`src/hdl/fbwp_regs.svh`:
```
/*
 * Constants of the flash access guard: register offsets, field positions,
 * reset values and the CPU address windows.
 * Assumes a 16-bit CPU address space and an 8-bit register port.
 */
`ifndef FBWP_REGS_SVH
`define FBWP_REGS_SVH

// Register offsets on the register port
`define FBWP_OFS_FLASH_CONTROL 16'h0fff
`define FBWP_OFS_STATUS 16'h0ffe
`define FBWP_OFS_REFUSED 16'h0ffd

// Flash control register fields
`define FBWP_UNLOCK_MSB 7
`define FBWP_UNLOCK_LSB 4
`define FBWP_BANK_BIT 3
`define FBWP_CODE_ENABLE 4'h3
`define FBWP_CODE_DISABLE 4'hc
`define FBWP_BANK_RESET 1'h1
`define FBWP_LOW_BITS_READ 3'h0

// Status register fields
`define FBWP_ST_UNLOCKED 0
`define FBWP_ST_SERIAL 1
`define FBWP_ST_BANK_LIVE 2
`define FBWP_ST_RESERVED 3
`define FBWP_ST_MISS 4

// CPU address windows
`define FBWP_FLASH_LO 16'h1000
`define FBWP_ROM_LO 16'h7800
`define FBWP_ROM_HI 16'h7fff
`define FBWP_UPPER_LO 16'h8000
`define FBWP_LOWER_LO 16'h9000
`define FBWP_LOWER_SHIFT 16'h8000
`define FBWP_ADDR_TOP 16'hffff

// Refused-command counter
`define FBWP_CNT_MAX 8'hff
`define FBWP_CNT_ONE 8'h01
`define FBWP_CNT_ZERO 8'h00

`endif

```
`src/hdl/fbwp_pkg.sv`:
```
/*
 * Types of the flash access guard.
 * Assumes nothing beyond a SystemVerilog compiler.
 */
package fbwp_pkg;

    // Where a CPU access lands
    typedef enum logic [1:0] {
        TGT_NONE,
        TGT_FLASH,
        TGT_ROM
    } fbwp_target_t;

    // Operating mode caught at reset release
    typedef enum logic {
        MODE_APP,
        MODE_SERIAL
    } fbwp_mode_t;

    typedef logic [15:0] fbwp_addr_t;
    typedef logic [7:0] fbwp_byte_t;

endpackage

```
`src/hdl/fbwp_map_if.sv`:
```
/*
 * Carrier between the guard core and its address decoder.
 * Assumes both ends run combinationally within one clock.
 */
interface fbwp_map_if;
    import fbwp_pkg::*;

    fbwp_addr_t cpu_addr;
    fbwp_mode_t mode;
    logic upper_bank;
    fbwp_target_t target;
    fbwp_addr_t phys_addr;

    // Core asks, decoder answers
    modport requester (
        output cpu_addr,
        output mode,
        output upper_bank,
        input target,
        input phys_addr
    );
    modport decoder (
        input cpu_addr,
        input mode,
        input upper_bank,
        output target,
        output phys_addr
    );
endinterface

```
`src/hdl/fbwp_decode.sv`:
```
/*
 * Address decoder: maps a CPU address onto flash, loader ROM or nothing.
 * Assumes mode and bank are stable registers of the core.
 */
`include "fbwp_regs.svh"

module fbwp_decode (
    // Request from the core
    fbwp_map_if.decoder map
);
    import fbwp_pkg::*;

    // True when lo <= a <= hi
    function automatic logic in_range(input fbwp_addr_t a,
                                      input fbwp_addr_t lo,
                                      input fbwp_addr_t hi);
        in_range = (a >= lo) && (a <= hi);
    endfunction

    wire fbwp_addr_t a = map.cpu_addr;
    wire serial = (map.mode == MODE_SERIAL);

    // Window hits
    wire hit_app = in_range(a, `FBWP_FLASH_LO, `FBWP_ADDR_TOP);
    wire hit_rom = in_range(a, `FBWP_ROM_LO, `FBWP_ROM_HI);
    wire hit_up = in_range(a, `FBWP_UPPER_LO, `FBWP_ADDR_TOP);
    wire hit_low = in_range(a, `FBWP_LOWER_LO, `FBWP_ADDR_TOP);

    // Lower bank is folded down by the bank base
    wire fbwp_addr_t low_phys = a - `FBWP_LOWER_SHIFT;

    // Target selection
    assign map.target =
        !serial ? (hit_app ? TGT_FLASH : TGT_NONE) :
        hit_rom ? TGT_ROM :
        map.upper_bank ? (hit_up ? TGT_FLASH : TGT_NONE)
                       : (hit_low ? TGT_FLASH : TGT_NONE);

    // Physical address; bank ignored outside serial mode
    assign map.phys_addr = (serial && !map.upper_bank && !hit_rom) ?
                           low_phys : a;

endmodule

```
`src/hdl/fbwp_top.sv`:
```
/*
 * Flash access guard: holds the flash control register, gates flash
 * command writes behind the unlock code, and decodes CPU accesses onto
 * the flash macro in either operating mode and the loader ROM in serial mode.
 * Assumes a flash macro and a loader ROM that return read data in the
 * same cycle as their registered read strobe, a CPU that issues one-cycle
 * strobes, and a mode strap that is steady around reset release.
 */
//
// How it works
// - Flash command writes reach the flash only while the unlock field holds 0011B.
// - Writing 1100B into the unlock field locks the flash against command writes.
// - Reset loads the unlock field with 1100B so commands start out refused.
// - The control register resets to 1100 1xxx: locked and upper bank selected.
// - The three low bits of the control register read as zero.
// - The flash holds 61440 bytes at physical addresses 1000H to FFFFH.
// - In application mode the CPU reaches flash at true addresses and the bank bit is ignored.
// - The bank bit acts only in serial mode, 0 for the lower bank and 1 for the upper.
// - In serial mode a 2-kbyte loader ROM sits at 7800H to 7FFFH instead of flash.
// - In serial mode with the lower bank, 9000H-FFFFH maps to flash 1000H-7FFFH.
// - In serial mode with the upper bank, 8000H-FFFFH maps to flash 8000H-FFFFH.
//
`include "fbwp_regs.svh"

module fbwp_top (
    // Clock, reset and clock enable
    input wire logic i_mclk,
    input wire logic i_rst_n,
    input wire logic i_ce,
    // Mode strap, caught after reset release
    input wire logic i_serial_mode,
    // Register port
    input wire fbwp_pkg::fbwp_addr_t i_reg_addr,
    input wire fbwp_pkg::fbwp_byte_t i_reg_wdata,
    input wire logic i_reg_wr,
    input wire logic i_reg_rd,
    output logic [7:0] o_reg_rdata,
    // CPU flash-space access
    input wire fbwp_pkg::fbwp_addr_t i_cpu_addr,
    input wire fbwp_pkg::fbwp_byte_t i_cpu_wdata,
    input wire logic i_cpu_wr,
    input wire logic i_cpu_rd,
    output logic [7:0] o_cpu_rdata,
    output logic o_cpu_rvalid,
    // Flash macro side
    output logic [15:0] o_flash_addr,
    output logic [7:0] o_flash_wdata,
    output logic o_flash_wr,
    output logic o_flash_rd,
    input wire fbwp_pkg::fbwp_byte_t i_flash_rdata,
    // Loader ROM side
    output logic [15:0] o_rom_addr,
    output logic o_rom_rd,
    input wire fbwp_pkg::fbwp_byte_t i_rom_rdata,
    // Plain status outputs
    output logic o_cmd_enabled,
    output logic o_serial_mode
);
    import fbwp_pkg::*;

    // Overview of the datapath
    //  - The reset synchroniser turns the raw pin into a clean internal
    //    reset whose release always lands just after a clock edge.
    //  - The strap flop catches the operating mode once, so a strap that
    //    moves later cannot remap the flash under running code.
    //  - The control register holds the unlock field and the bank bit.
    //  - The decoder turns a CPU address into a target and a physical
    //    address; it is pure logic and sees only registered mode and bank.
    //  - The memory strobes are registered, so the flash macro and the
    //    loader ROM see clean one-cycle pulses with a settled address.
    //  - Read data are taken from the macro while its strobe stands and
    //    handed to the CPU one cycle later with a valid pulse.
    //  - Status flags and the refusal counter give software a view of
    //    what the guard swallowed.
    //
    // Hazards kept in mind
    //  - A write to the control register and a command write in the same
    //    cycle use the old unlock value; the new code acts one cycle on.
    //  - Reserved codes are kept as written so software can read back its
    //    own mistake, but they never open the command path.
    //  - The bank bit is stored in either mode; only the decoder decides
    //    whether it matters, which keeps the register plain read-write.
    //  - Clock enable low freezes every register but the synchroniser,
    //    so a reset still completes while the core clock is gated.

    // Reset synchroniser: the first stage feeds only the second
    logic [1:0] rst_sync_q;
    wire rst_n = rst_sync_q[1];

    always_ff @(posedge i_mclk or negedge i_rst_n) begin
        if (!i_rst_n) begin
            rst_sync_q <= 2'h0;
        end else begin
            rst_sync_q <= {rst_sync_q[0], 1'h1};
        end
    end

    // Mode strap capture: taken once on the first enabled cycle after
    // release, so the async reset only ever loads constants
    logic strap_done_q;
    fbwp_mode_t mode_q;

    always_ff @(posedge i_mclk or negedge rst_n) begin
        if (!rst_n) begin
            strap_done_q <= 1'h0;
            mode_q <= MODE_APP;
        end else if (i_ce && !strap_done_q) begin
            strap_done_q <= 1'h1;
            mode_q <= i_serial_mode ? MODE_SERIAL : MODE_APP;
        end
    end

    wire serial = (mode_q == MODE_SERIAL);

    // Register port address decode
    wire sel_ctrl = (i_reg_addr == `FBWP_OFS_FLASH_CONTROL);
    wire sel_stat = (i_reg_addr == `FBWP_OFS_STATUS);
    wire sel_cnt = (i_reg_addr == `FBWP_OFS_REFUSED);
    wire wr_ctrl = i_reg_wr && sel_ctrl;
    wire wr_stat = i_reg_wr && sel_stat;
    wire wr_cnt = i_reg_wr && sel_cnt;

    // Incoming unlock field and bank bit
    wire [3:0] new_code = i_reg_wdata[`FBWP_UNLOCK_MSB:`FBWP_UNLOCK_LSB];
    wire new_bank = i_reg_wdata[`FBWP_BANK_BIT];
    // A code that is neither the enabling nor the disabling one
    wire code_reserved = (new_code != `FBWP_CODE_ENABLE) &&
                         (new_code != `FBWP_CODE_DISABLE);

    // Flash control register: unlock field and bank bit
    logic [3:0] unlock_q;
    logic bank_q;
    logic [3:0] unlock_d;
    logic bank_d;

    assign unlock_d = wr_ctrl ? new_code : unlock_q;
    assign bank_d = wr_ctrl ? new_bank : bank_q;

    always_ff @(posedge i_mclk or negedge rst_n) begin
        if (!rst_n) begin
            unlock_q <= `FBWP_CODE_DISABLE;
            bank_q <= `FBWP_BANK_RESET;
        end else if (i_ce) begin
            unlock_q <= unlock_d;
            bank_q <= bank_d;
        end
    end

    // Only the exact enabling code opens the command path; reserved codes
    // are stored and read back but keep the flash locked
    wire cmd_enabled = (unlock_q == `FBWP_CODE_ENABLE);

    // CPU address decode through the mapping carrier
    fbwp_map_if map ();

    assign map.cpu_addr = i_cpu_addr;
    assign map.mode = mode_q;
    assign map.upper_bank = bank_q;

    fbwp_decode u_decode (
        .map(map)
    );

    // Access classification; nothing is issued before the strap is caught
    wire live = strap_done_q;
    wire to_flash = live && (map.target == TGT_FLASH);
    wire to_rom = live && (map.target == TGT_ROM);
    wire any_req = live && (i_cpu_wr || i_cpu_rd);
    wire miss = any_req && (map.target == TGT_NONE);

    // Command writes pass only when unlocked; the loader ROM is read-only
    wire flash_wr_ok = i_cpu_wr && to_flash && cmd_enabled;
    wire flash_rd_go = i_cpu_rd && to_flash;
    wire rom_rd_go = i_cpu_rd && to_rom;
    // A command write swallowed by the lock
    wire cmd_refused = i_cpu_wr && to_flash && !cmd_enabled;

    // Flash and ROM strobes and addresses, registered
    logic [15:0] flash_addr_q;
    logic [7:0] flash_wdata_q;
    logic flash_wr_q;
    logic flash_rd_q;
    logic [15:0] rom_addr_q;
    logic rom_rd_q;

    always_ff @(posedge i_mclk or negedge rst_n) begin
        if (!rst_n) begin
            flash_addr_q <= 16'h0000;
            flash_wdata_q <= 8'h00;
            flash_wr_q <= 1'h0;
            flash_rd_q <= 1'h0;
            rom_addr_q <= 16'h0000;
            rom_rd_q <= 1'h0;
        end else if (i_ce) begin
            flash_wr_q <= flash_wr_ok;
            flash_rd_q <= flash_rd_go;
            rom_rd_q <= rom_rd_go;
            if (flash_wr_ok || flash_rd_go) begin
                flash_addr_q <= map.phys_addr;
                flash_wdata_q <= i_cpu_wdata;
            end
            if (rom_rd_go) begin
                rom_addr_q <= map.phys_addr;
            end
        end
    end

    // The macros answer while their strobe stands; the data are caught
    // here on the edge that ends the strobe, which keeps the CPU side
    // free of any path through the macro.
    // Only one of the two strobes can be high in a cycle because the
    // decoder gives each address exactly one target.
    // Read return: one cycle after the macro strobe
    logic [7:0] cpu_rdata_q;
    logic cpu_rvalid_q;
    wire ret_any = flash_rd_q || rom_rd_q;
    wire [7:0] ret_data = rom_rd_q ? i_rom_rdata : i_flash_rdata;

    always_ff @(posedge i_mclk or negedge rst_n) begin
        if (!rst_n) begin
            cpu_rdata_q <= 8'h00;
            cpu_rvalid_q <= 1'h0;
        end else if (i_ce) begin
            cpu_rvalid_q <= ret_any;
            if (ret_any) begin
                cpu_rdata_q <= ret_data;
            end
        end
    end

    // Sticky reserved-code flag; a new event wins over a clear
    logic reserved_q;
    wire reserved_clr = wr_stat && i_reg_wdata[`FBWP_ST_RESERVED];
    wire reserved_set = wr_ctrl && code_reserved;

    always_ff @(posedge i_mclk or negedge rst_n) begin
        if (!rst_n) begin
            reserved_q <= 1'h0;
        end else if (i_ce) begin
            if (reserved_set) begin
                reserved_q <= 1'h1;
            end else if (reserved_clr) begin
                reserved_q <= 1'h0;
            end
        end
    end

    // Sticky unmapped-access flag; a new miss wins over a clear
    logic miss_q;
    wire miss_clr = wr_stat && i_reg_wdata[`FBWP_ST_MISS];

    always_ff @(posedge i_mclk or negedge rst_n) begin
        if (!rst_n) begin
            miss_q <= 1'h0;
        end else if (i_ce) begin
            if (miss) begin
                miss_q <= 1'h1;
            end else if (miss_clr) begin
                miss_q <= 1'h0;
            end
        end
    end

    // The count lets software tell after the fact that a command sequence
    // was tried with the lock closed; a wrapped count would hide that,
    // hence the saturation.
    // Saturating count of refused command writes; any write clears it,
    // but a refusal in the same cycle leaves a count of one
    logic [7:0] refused_q;
    logic [7:0] refused_d;
    wire cnt_full = (refused_q == `FBWP_CNT_MAX);

    assign refused_d =
        (wr_cnt && cmd_refused) ? `FBWP_CNT_ONE :
        wr_cnt ? `FBWP_CNT_ZERO :
        (cmd_refused && !cnt_full) ? refused_q + `FBWP_CNT_ONE :
        refused_q;

    always_ff @(posedge i_mclk or negedge rst_n) begin
        if (!rst_n) begin
            refused_q <= `FBWP_CNT_ZERO;
        end else if (i_ce) begin
            refused_q <= refused_d;
        end
    end

    // Register map as software sees it
    //  - Control: unlock field in the top nibble, bank bit below it,
    //    and the three low bits always read as zero.
    //  - Status: unlocked, serial mode, live bank, reserved-code flag
    //    and unmapped-access flag, from bit 0 upwards.
    //  - Refused count: number of command writes swallowed by the lock,
    //    stopping at its top value instead of wrapping.
    // Reads of any other offset return zero and writes there are lost.
    // The read data register clears itself in the cycle after a read,
    // so a stale value never looks like a fresh answer.
    //
    // Read views of the registers
    wire [7:0] ctrl_view = {unlock_q, bank_q, `FBWP_LOW_BITS_READ};
    logic [7:0] stat_view;

    always_comb begin
        stat_view = 8'h00;
        stat_view[`FBWP_ST_UNLOCKED] = cmd_enabled;
        stat_view[`FBWP_ST_SERIAL] = serial;
        stat_view[`FBWP_ST_BANK_LIVE] = serial && bank_q;
        stat_view[`FBWP_ST_RESERVED] = reserved_q;
        stat_view[`FBWP_ST_MISS] = miss_q;
    end

    // Read mux; unmapped offsets read zero
    wire [7:0] rd_mux = sel_ctrl ? ctrl_view :
                        sel_stat ? stat_view :
                        sel_cnt ? refused_q :
                        8'h00;

    // Read data stand only in the cycle after the strobe
    logic [7:0] reg_rdata_q;

    always_ff @(posedge i_mclk or negedge rst_n) begin
        if (!rst_n) begin
            reg_rdata_q <= 8'h00;
        end else if (i_ce) begin
            reg_rdata_q <= i_reg_rd ? rd_mux : 8'h00;
        end
    end

    // Outputs
    assign o_reg_rdata = reg_rdata_q;
    assign o_cpu_rdata = cpu_rdata_q;
    assign o_cpu_rvalid = cpu_rvalid_q;
    assign o_flash_addr = flash_addr_q;
    assign o_flash_wdata = flash_wdata_q;
    assign o_flash_wr = flash_wr_q;
    assign o_flash_rd = flash_rd_q;
    assign o_rom_addr = rom_addr_q;
    assign o_rom_rd = rom_rd_q;
    assign o_cmd_enabled = cmd_enabled;
    assign o_serial_mode = serial;

endmodule

```
`config.mk`:
```
export PLATFORM = sky130hd
export DESIGN_NAME = fbwp_top
export DESIGN_NICKNAME = d
export VERILOG_FILES = /design/src/hdl/fbwp_pkg.sv /design/src/hdl/fbwp_map_if.sv /design/src/hdl/fbwp_decode.sv /design/src/hdl/fbwp_top.sv
export VERILOG_INCLUDE_DIRS = /design/src /design/src/hdl
export SDC_FILE = /design/constraint.sdc
export NUM_CORES = 1
export LEC_CHECK = 0
export BUFFER_PORTS_ARGS = -buffer_cell sky130_fd_sc_hd__buf_2
export CAP_MARGIN = 0
export CORE_ASPECT_RATIO = 0.5
export CORE_MARGIN = 5
export CORE_UTILIZATION = 53
export DETAILED_ROUTE_END_ITERATION = 10
export PLACE_DENSITY = 0.85
export RECOVER_POWER = 25
export SYNTH_ARGS = -nofsm -noshare
export SYNTH_HDL_FRONTEND = slang
export SYNTH_HIERARCHICAL = 1
export SYNTH_SLANG_ARGS = --single-unit
export TNS_END_PERCENT = 5
```
`constraint.sdc`:
```
create_clock -name i_mclk -period 4.3 [get_ports i_mclk]
set_input_delay 0.43 -clock i_mclk [delete_from_list [all_inputs] [get_ports i_mclk]]
set_output_delay 0.43 -clock i_mclk [all_outputs]
set_load 0.02 [all_outputs]
```
**Word-level counts from Yosys, hierarchy flattened**

Index checks and enable logic that the tools add are counted.

- Register bits after elaboration: 79
- Bits of input ports: 72
- Output and inout bits: 62

- Equal/unequal tests: 9
- Add/sub/neg operators: 2
- Order comparisons: 6
- Mux-type cells: 20
- Reduce and logical (&&, ||, !) cells: 45

Operators with widths:

| kind | count |
|---|---|
| $mux W8 | 8 |
| $eq A16 B12 Y1 const B | 3 |
| $ge A16 B16 Y1 const B | 2 |
| $logic_and A1 B1 Y1 | 26 |
| $ge A16 B13 Y1 const B | 1 |
| $ge A16 B15 Y1 const B | 1 |
| $le A16 B15 Y1 const B | 1 |
| $le A16 B16 Y1 const B | 1 |
| $mux W16 | 1 |
| $sub A16 B16 Y16 const B | 1 |
| $reduce_and A2 Y1 | 7 |
| $add A8 B1 Y8 const B | 1 |
| $eq A8 B8 Y1 const B | 1 |
| $mux W1 | 8 |
| $mux W2 | 3 |
| $logic_not A1 Y1 | 5 |
| $eq A4 B2 Y1 const B | 1 |
| $ne A4 B2 Y1 const B | 1 |
| $ne A4 B4 Y1 const B | 1 |
| $reduce_bool A2 Y1 | 2 |
| $logic_or A1 B1 Y1 | 3 |
| $reduce_bool A3 Y1 | 1 |
| $eq A2 B1 Y1 const B | 1 |
| $eq A2 B2 Y1 const B | 1 |
| $logic_not A2 Y1 | 1 |

**Logic depth before layout (Yosys ltp)**

- Depth after elaboration: 14
- Gate-level depth with buffers: 8

**Modules after synthesis**

The synthesis kept the hierarchy.

Modules (own cells, without submodules):

| module | times used | seq. area each (um^2) | area an instance (um^2) | cells an instance |
|---|---|---|---|---|
| fbwp_top | 1 | 1,980.6 | 3,434.5 | 273 |
| fbwp_decode | 1 | 0.0 | 160.2 | 23 |

**Worst setup path after synthesis**

No wires, ideal clock.

- Path kind: register to register
- Start point: register mode_q, in the netlist o_serial_mode
- End point: register refused_q[5]
- Data arrival time: 2.026 ns
- Slack: 2.191 ns
- Cell stages (with the launch flop): 9
- Buffers on the path: 0
- Clock period less this slack: 2.109 ns
- Setup time: 0.083 ns
- Required time: 4.217 ns
- Cells stage by stage: dfrtp_1 -> inv_1 -> o21ai_0 -> a2bb2oi_1 -> nand2_1 -> nor4b_2 -> o2111ai_1 -> or3_1 -> o21ai_0

- Cells in the longest elaborated chain, start to end: 8

Ends and longest elaborated chain:

| item | line | RTL |
|---|---|---|
| start: declaration | fbwp_top.sv:101 | `fbwp_mode_t mode_q;` |
| start signal: assignment | fbwp_top.sv:109 | `mode_q <= i_serial_mode ? MODE_SERIAL : MODE_APP;` |
| $mux W2 * | fbwp_decode.sv:34 | `!serial ? (hit_app ? TGT_FLASH : TGT_NONE) :` |
| named net map.target[0] | fbwp_map_if.sv:11 | `fbwp_target_t target;` |
| $eq A2 B1 Y1 * | fbwp_top.sv:166 | `wire to_flash = live && (map.target == TGT_FLASH);` |
| $logic_and A1 B1 Y1 * | fbwp_top.sv:166 |  |
| $logic_and A1 B1 Y1 * (2 in a row) | fbwp_top.sv:176 | `wire cmd_refused = i_cpu_wr && to_flash && !cmd_enabled;` |
| $logic_and A1 B1 Y1 (on tied branches) | fbwp_top.sv:274, fbwp_top.sv:276 |  |
| $reduce_bool A3 Y1 (no source line) | n/a |  |
| $reduce_and A2 Y1 (no source line) | n/a |  |
| end signal: assignment | fbwp_top.sv:281 | `` refused_q <= `FBWP_CNT_ZERO; `` |
| end signal: assignment | fbwp_top.sv:283 | `refused_q <= refused_d;` |
| end: declaration | fbwp_top.sv:269 | `logic [7:0] refused_q;` |

Mark *: on every way through the listed nets, which the timed path passes. The rest lies on a longest branch.
A chain may end at the register's enable or synchronous reset.

**Worst setup path in the final report**

- Start point: input i_ce
- End point: register rom_addr_q[7], in the netlist o_rom_addr[7]

- Cells in the longest elaborated chain, start to end: 1

Ends and longest elaborated chain:

| item | line | RTL |
|---|---|---|
| start: declaration | fbwp_top.sv:29 | `input wire logic i_ce,` |
| $reduce_and A2 Y1 (no source line) | n/a |  |
| end signal: assignment | fbwp_top.sv:203 | `rom_addr_q <= map.phys_addr;` |
| end: declaration | fbwp_top.sv:183 | `logic [15:0] rom_addr_q;` |

Every way passes these cells.

==> key figures <==
Yosys
  – Post-Synth Adder-Cell Area: 0.348%
  – Post-Synthesis Mean Instance Area: 12.1 um^2
  – Post-synth top area share: 52.9%
  – Top_reg_cell synth: dfrtp_1
  – Synthesized cell area: 0.00359 mm^2
  – Seq/Total Area, Yosys: 55.1%
  – Synth Area in Compound Gates: 9.95%
  – Synth Net Count: 369
  – Yosys reg bits: 79
  – Area contributors post-synth: dfrtp_1 (53%), mux2_2 (14%), buf_4 (3.1%)
  – Yosys warnings: 6
  – Post-synth ARST share: 100%
  – Number of flops mapped to enable cells by yosys: 0
  – Mux share of post-synthesis cell area: 16.6%
  – Yosys top cell by area: dfrtp_1
  – Post-Synth XOR/XNOR Area: 0%
  – Post-synth cell types: 50
  – Syn Inst Count: 296
  – Simple-gate share of the synthesized area: 12.8%
  – Largest family of logic cells by synthesized area: multiplexers

Worst setup path
  – Gate family responsible for the most delay along the worst path: simple AND/OR/NAND/NOR gates
  – Largest stage delay, worst path: 0.77 ns
  – Worst setup SP type: input pin
  – Crit path launch: i_ce
  – CP Class: input pin to flop
  – Crit path DAT: 2.96 ns
  – Flop-to-flop setup slack: 1.65 ns
  – Critical path depth: 5
  – RR Endpoint: refused_q[5]
  – R2r startpoint: bank_q
  – Crit. End Element: flop
  – R2R depth: 7
  – Critical Path Sink: o_rom_addr[7]
  – Required @ worst endpoint: 4.51 ns
  – Slowest cell on crit path: nand4_1
  – CP bufs+invs: 2
  – CP max FO: 17
  – Crit-path cells: clkbuf_1 -> inv_1 -> nor2_1 -> nand4_1 -> mux2_2

Placed design
  – Pre-CTS setup slack: 1.58 ns
  – Port Buf Inserts: 130
  – HPWL after detailed placement: 6250 um
  – RePlAce Congestion: 0.808

Global route
  – Global Route Usage Sum: 21.0%
  – Antenna violations before repair: 0
  – Grt ovf: 0
  – Largest net degree at the start of global routing: 78
  – Vias in the first global route: 2869
  – First-pass GRT wire length: 14100 um

Clock network
  – Post_cts resized: 0
  – Worst-path clk slew: 0.06 ns
  – CTS Buf Count: 9
  – CTS root buffer: clkbuf_16
  – Maximum buffer depth of the clock tree: 2
  – CTS sink count: 79
  – Cts-stage hold buffer count: 1
  – Clock Latency Late Sink: 0.33 ns
  – H-tree levels: 3
  – Post-CTS Repair Setup Buffers: 0
  – TritonCTS clock tree: yes

Route
  – Post-route DRC: 0
  – Final wirelength: 8680 um
  – Pre-Repair DR Iteration Count: 6
  – Antenna-violating nets left: 0
  – Detailed Route Iter0 Violations: 279
  – Wire per inst: 16.9 um
  – Via count: 2809
  – DR vias/cell: 5.48

Hold path
  – Hold WC Path Type: input pin to flop
  – Hold_sp: i_cpu_wdata[7]

Timing
  – Max Freq: 364 MHz
  – Final-report max-slew violation count: 0
  – Worst Tran Pin Value: 0.960 ns
  – Fin crit share: 63.8%
  – Clock skew after layout: 0.00464 ns
  – RSZ-0062 raised after global routing: no
  – Hold Violations, Final: 0
  – # setup viols final: 0
  – Post-route setup TNS: 0 ns
  – Final setup margin: 1.56 ns
  – Tmin final: 2.74 ns
  – Slew headroom: 36.0%

Flow run
  – Max-Cap Viols: 0

Floorplanning
  – Row count: 21
  – Core footprint: 0.00665 mm^2
  – Starting Density: 54.1%
  – Number of placed I/O pins: 134
  – Chip height: 68.2 um
  – Die area: 0.00863 mm^2
  – Die width: 126 um

Layout
  – Syn-to-layout area delta: 24.6%
  – Share of cells above drive strength 1: 42.8%
  – # diodes: 0
  – Layout net count: 489
  – Most frequent cells in the layout: buf_2 (106), dfrtp_1 (75), mux2_2 (45), clkbuf_1 (26), nand2_1 (22)
  – Most common cell after layout, fill and taps aside: buf_2

Outcome
  – Status: complete, no violations

Power and ir drop
  – Max IR drop VDD: 285 uV
  – Pwr per Cell Area: 447 mW/mm^2
  – LEAKAGE: 2.17 nW
==> report_power, final <==
part / switching (mW) / total (mW) / internal (mW) / leakage [nW]
registers: 0.0852 / 0.928 / 0.843 / 0.993
clock network: 0.289 / 0.697 / 0.409 / 0.133
logic: 0.223 / 0.377 / 0.155 / 1.04
==> per-stage QoR <==
step / area, um^2 / hold slack, ns / util [%] / total power, mW / instances
after floorplan: 3590 / 0.134 / - / 1.17 / 296
after global placement: 4220 / 0.216 / 63.5 / 1.30 / 496
after detailed placement: 4220 / 0.218 / 63.5 / 1.32 / 496
after CTS: 4510 / 0.319 / 67.9 / 2.03 / 513
after global routing: 4480 / 0.317 / 67.4 / 2.10 / 513
final: 4480 / 0.327 / 67.4 / 2.00 / 513
==> layer usage <==
layer | vias up | GRT usage (%) | part of all wire (%)
li1 | 1317 | - | -
met1 | 1363 | 24.4 | 39
met5 | - | 0 | 0
met2 | 98 | 36.9 | 52
met4 | 0 | 10.0 | 3.3
met3 | 31 | 6.08 | 5.5
==> final cells by class <==
class	instances	area, um^2
Tap cell	92	115
Multi-Input combinational cell	185	1430
Fill cell	521	2170
Clock inverter	4	30.0
Sequential cell	79	1980
Clock buffer	12	246
Inverter	9	33.8
Timing Repair Buffer	132	638
==> worst reg2reg max path, delay by kind of cell (launching register included) <==
family,cells,cell delay (ns)
AO/OA/AOI/OAI,4,0.86
flip-flops,1,0.58
AND/OR/NAND/NOR,3,1.13
==> flip-flops by register name, summed over array words and instances, names as in the netlist <==
| name | cells |
|---|---|
| o_flash_addr | 16 |
| o_rom_addr | 16 |
| o_cpu_rdata | 8 |
| o_flash_wdata | 8 |
| o_reg_rdata | 8 |
| refused_q | 8 |
| unlock_q | 4 |
| rst_sync_q | 2 |
| bank_q | 1 |
| live | 1 |
| miss_q | 1 |
| o_cpu_rvalid | 1 |
| o_flash_rd | 1 |
| o_flash_wr | 1 |
| o_rom_rd | 1 |
| o_serial_mode | 1 |
| reserved_q | 1 |
==> Yosys cell counts, types with 2 or more instances <==
| cell type | instances |
|---|---|
| o21ai_0 | 15 |
| and4_1 | 2 |
| mux2_2 | 45 |
| and2_1 | 2 |
| nand4_1 | 7 |
| nor3_1 | 7 |
| nand3_1 | 4 |
| nor2_1 | 6 |
| a21oi_1 | 7 |
| buf_4 | 15 |
| dfrtp_1 | 76 |
| nand4b_1 | 2 |
| a22oi_1 | 5 |
| o41ai_1 | 2 |
| o211ai_1 | 2 |
| clkbuf_1 | 4 |
| inv_1 | 9 |
| a31oi_1 | 4 |
| nor2b_1 | 4 |
| o2bb2ai_1 | 8 |
| nand2_1 | 22 |
| and3_1 | 7 |
| buf_2 | 4 |
| dfstp_2 | 3 |
| mux2i_1 | 9 |
==> cell families after synthesis <==
kind of cell / count (synthesis)
flops: 79
buf+inv: 32
other cells: 1
simple gates: 76
fa+ha+maj: 1
compound gates: 53
mux: 54
==> worst min path at each step <==
| stage | end | slack, ns | cells after the start |
|---|---|---|---|
| global route | o_flash_wdata[7] | 0.32 | 2 |
| CTS | o_flash_wdata[7] | 0.32 | 2 |
| detailed placement | rst_sync_q[0] | 0.22 | 1 |
| global placement | rst_sync_q[0] | 0.22 | 1 |
| finish | o_flash_wdata[7] | 0.33 | 2 |
| floorplan | rst_sync_q[0] | 0.13 | 0 |
No activity file was read; power rests on OpenSTA's default activity.
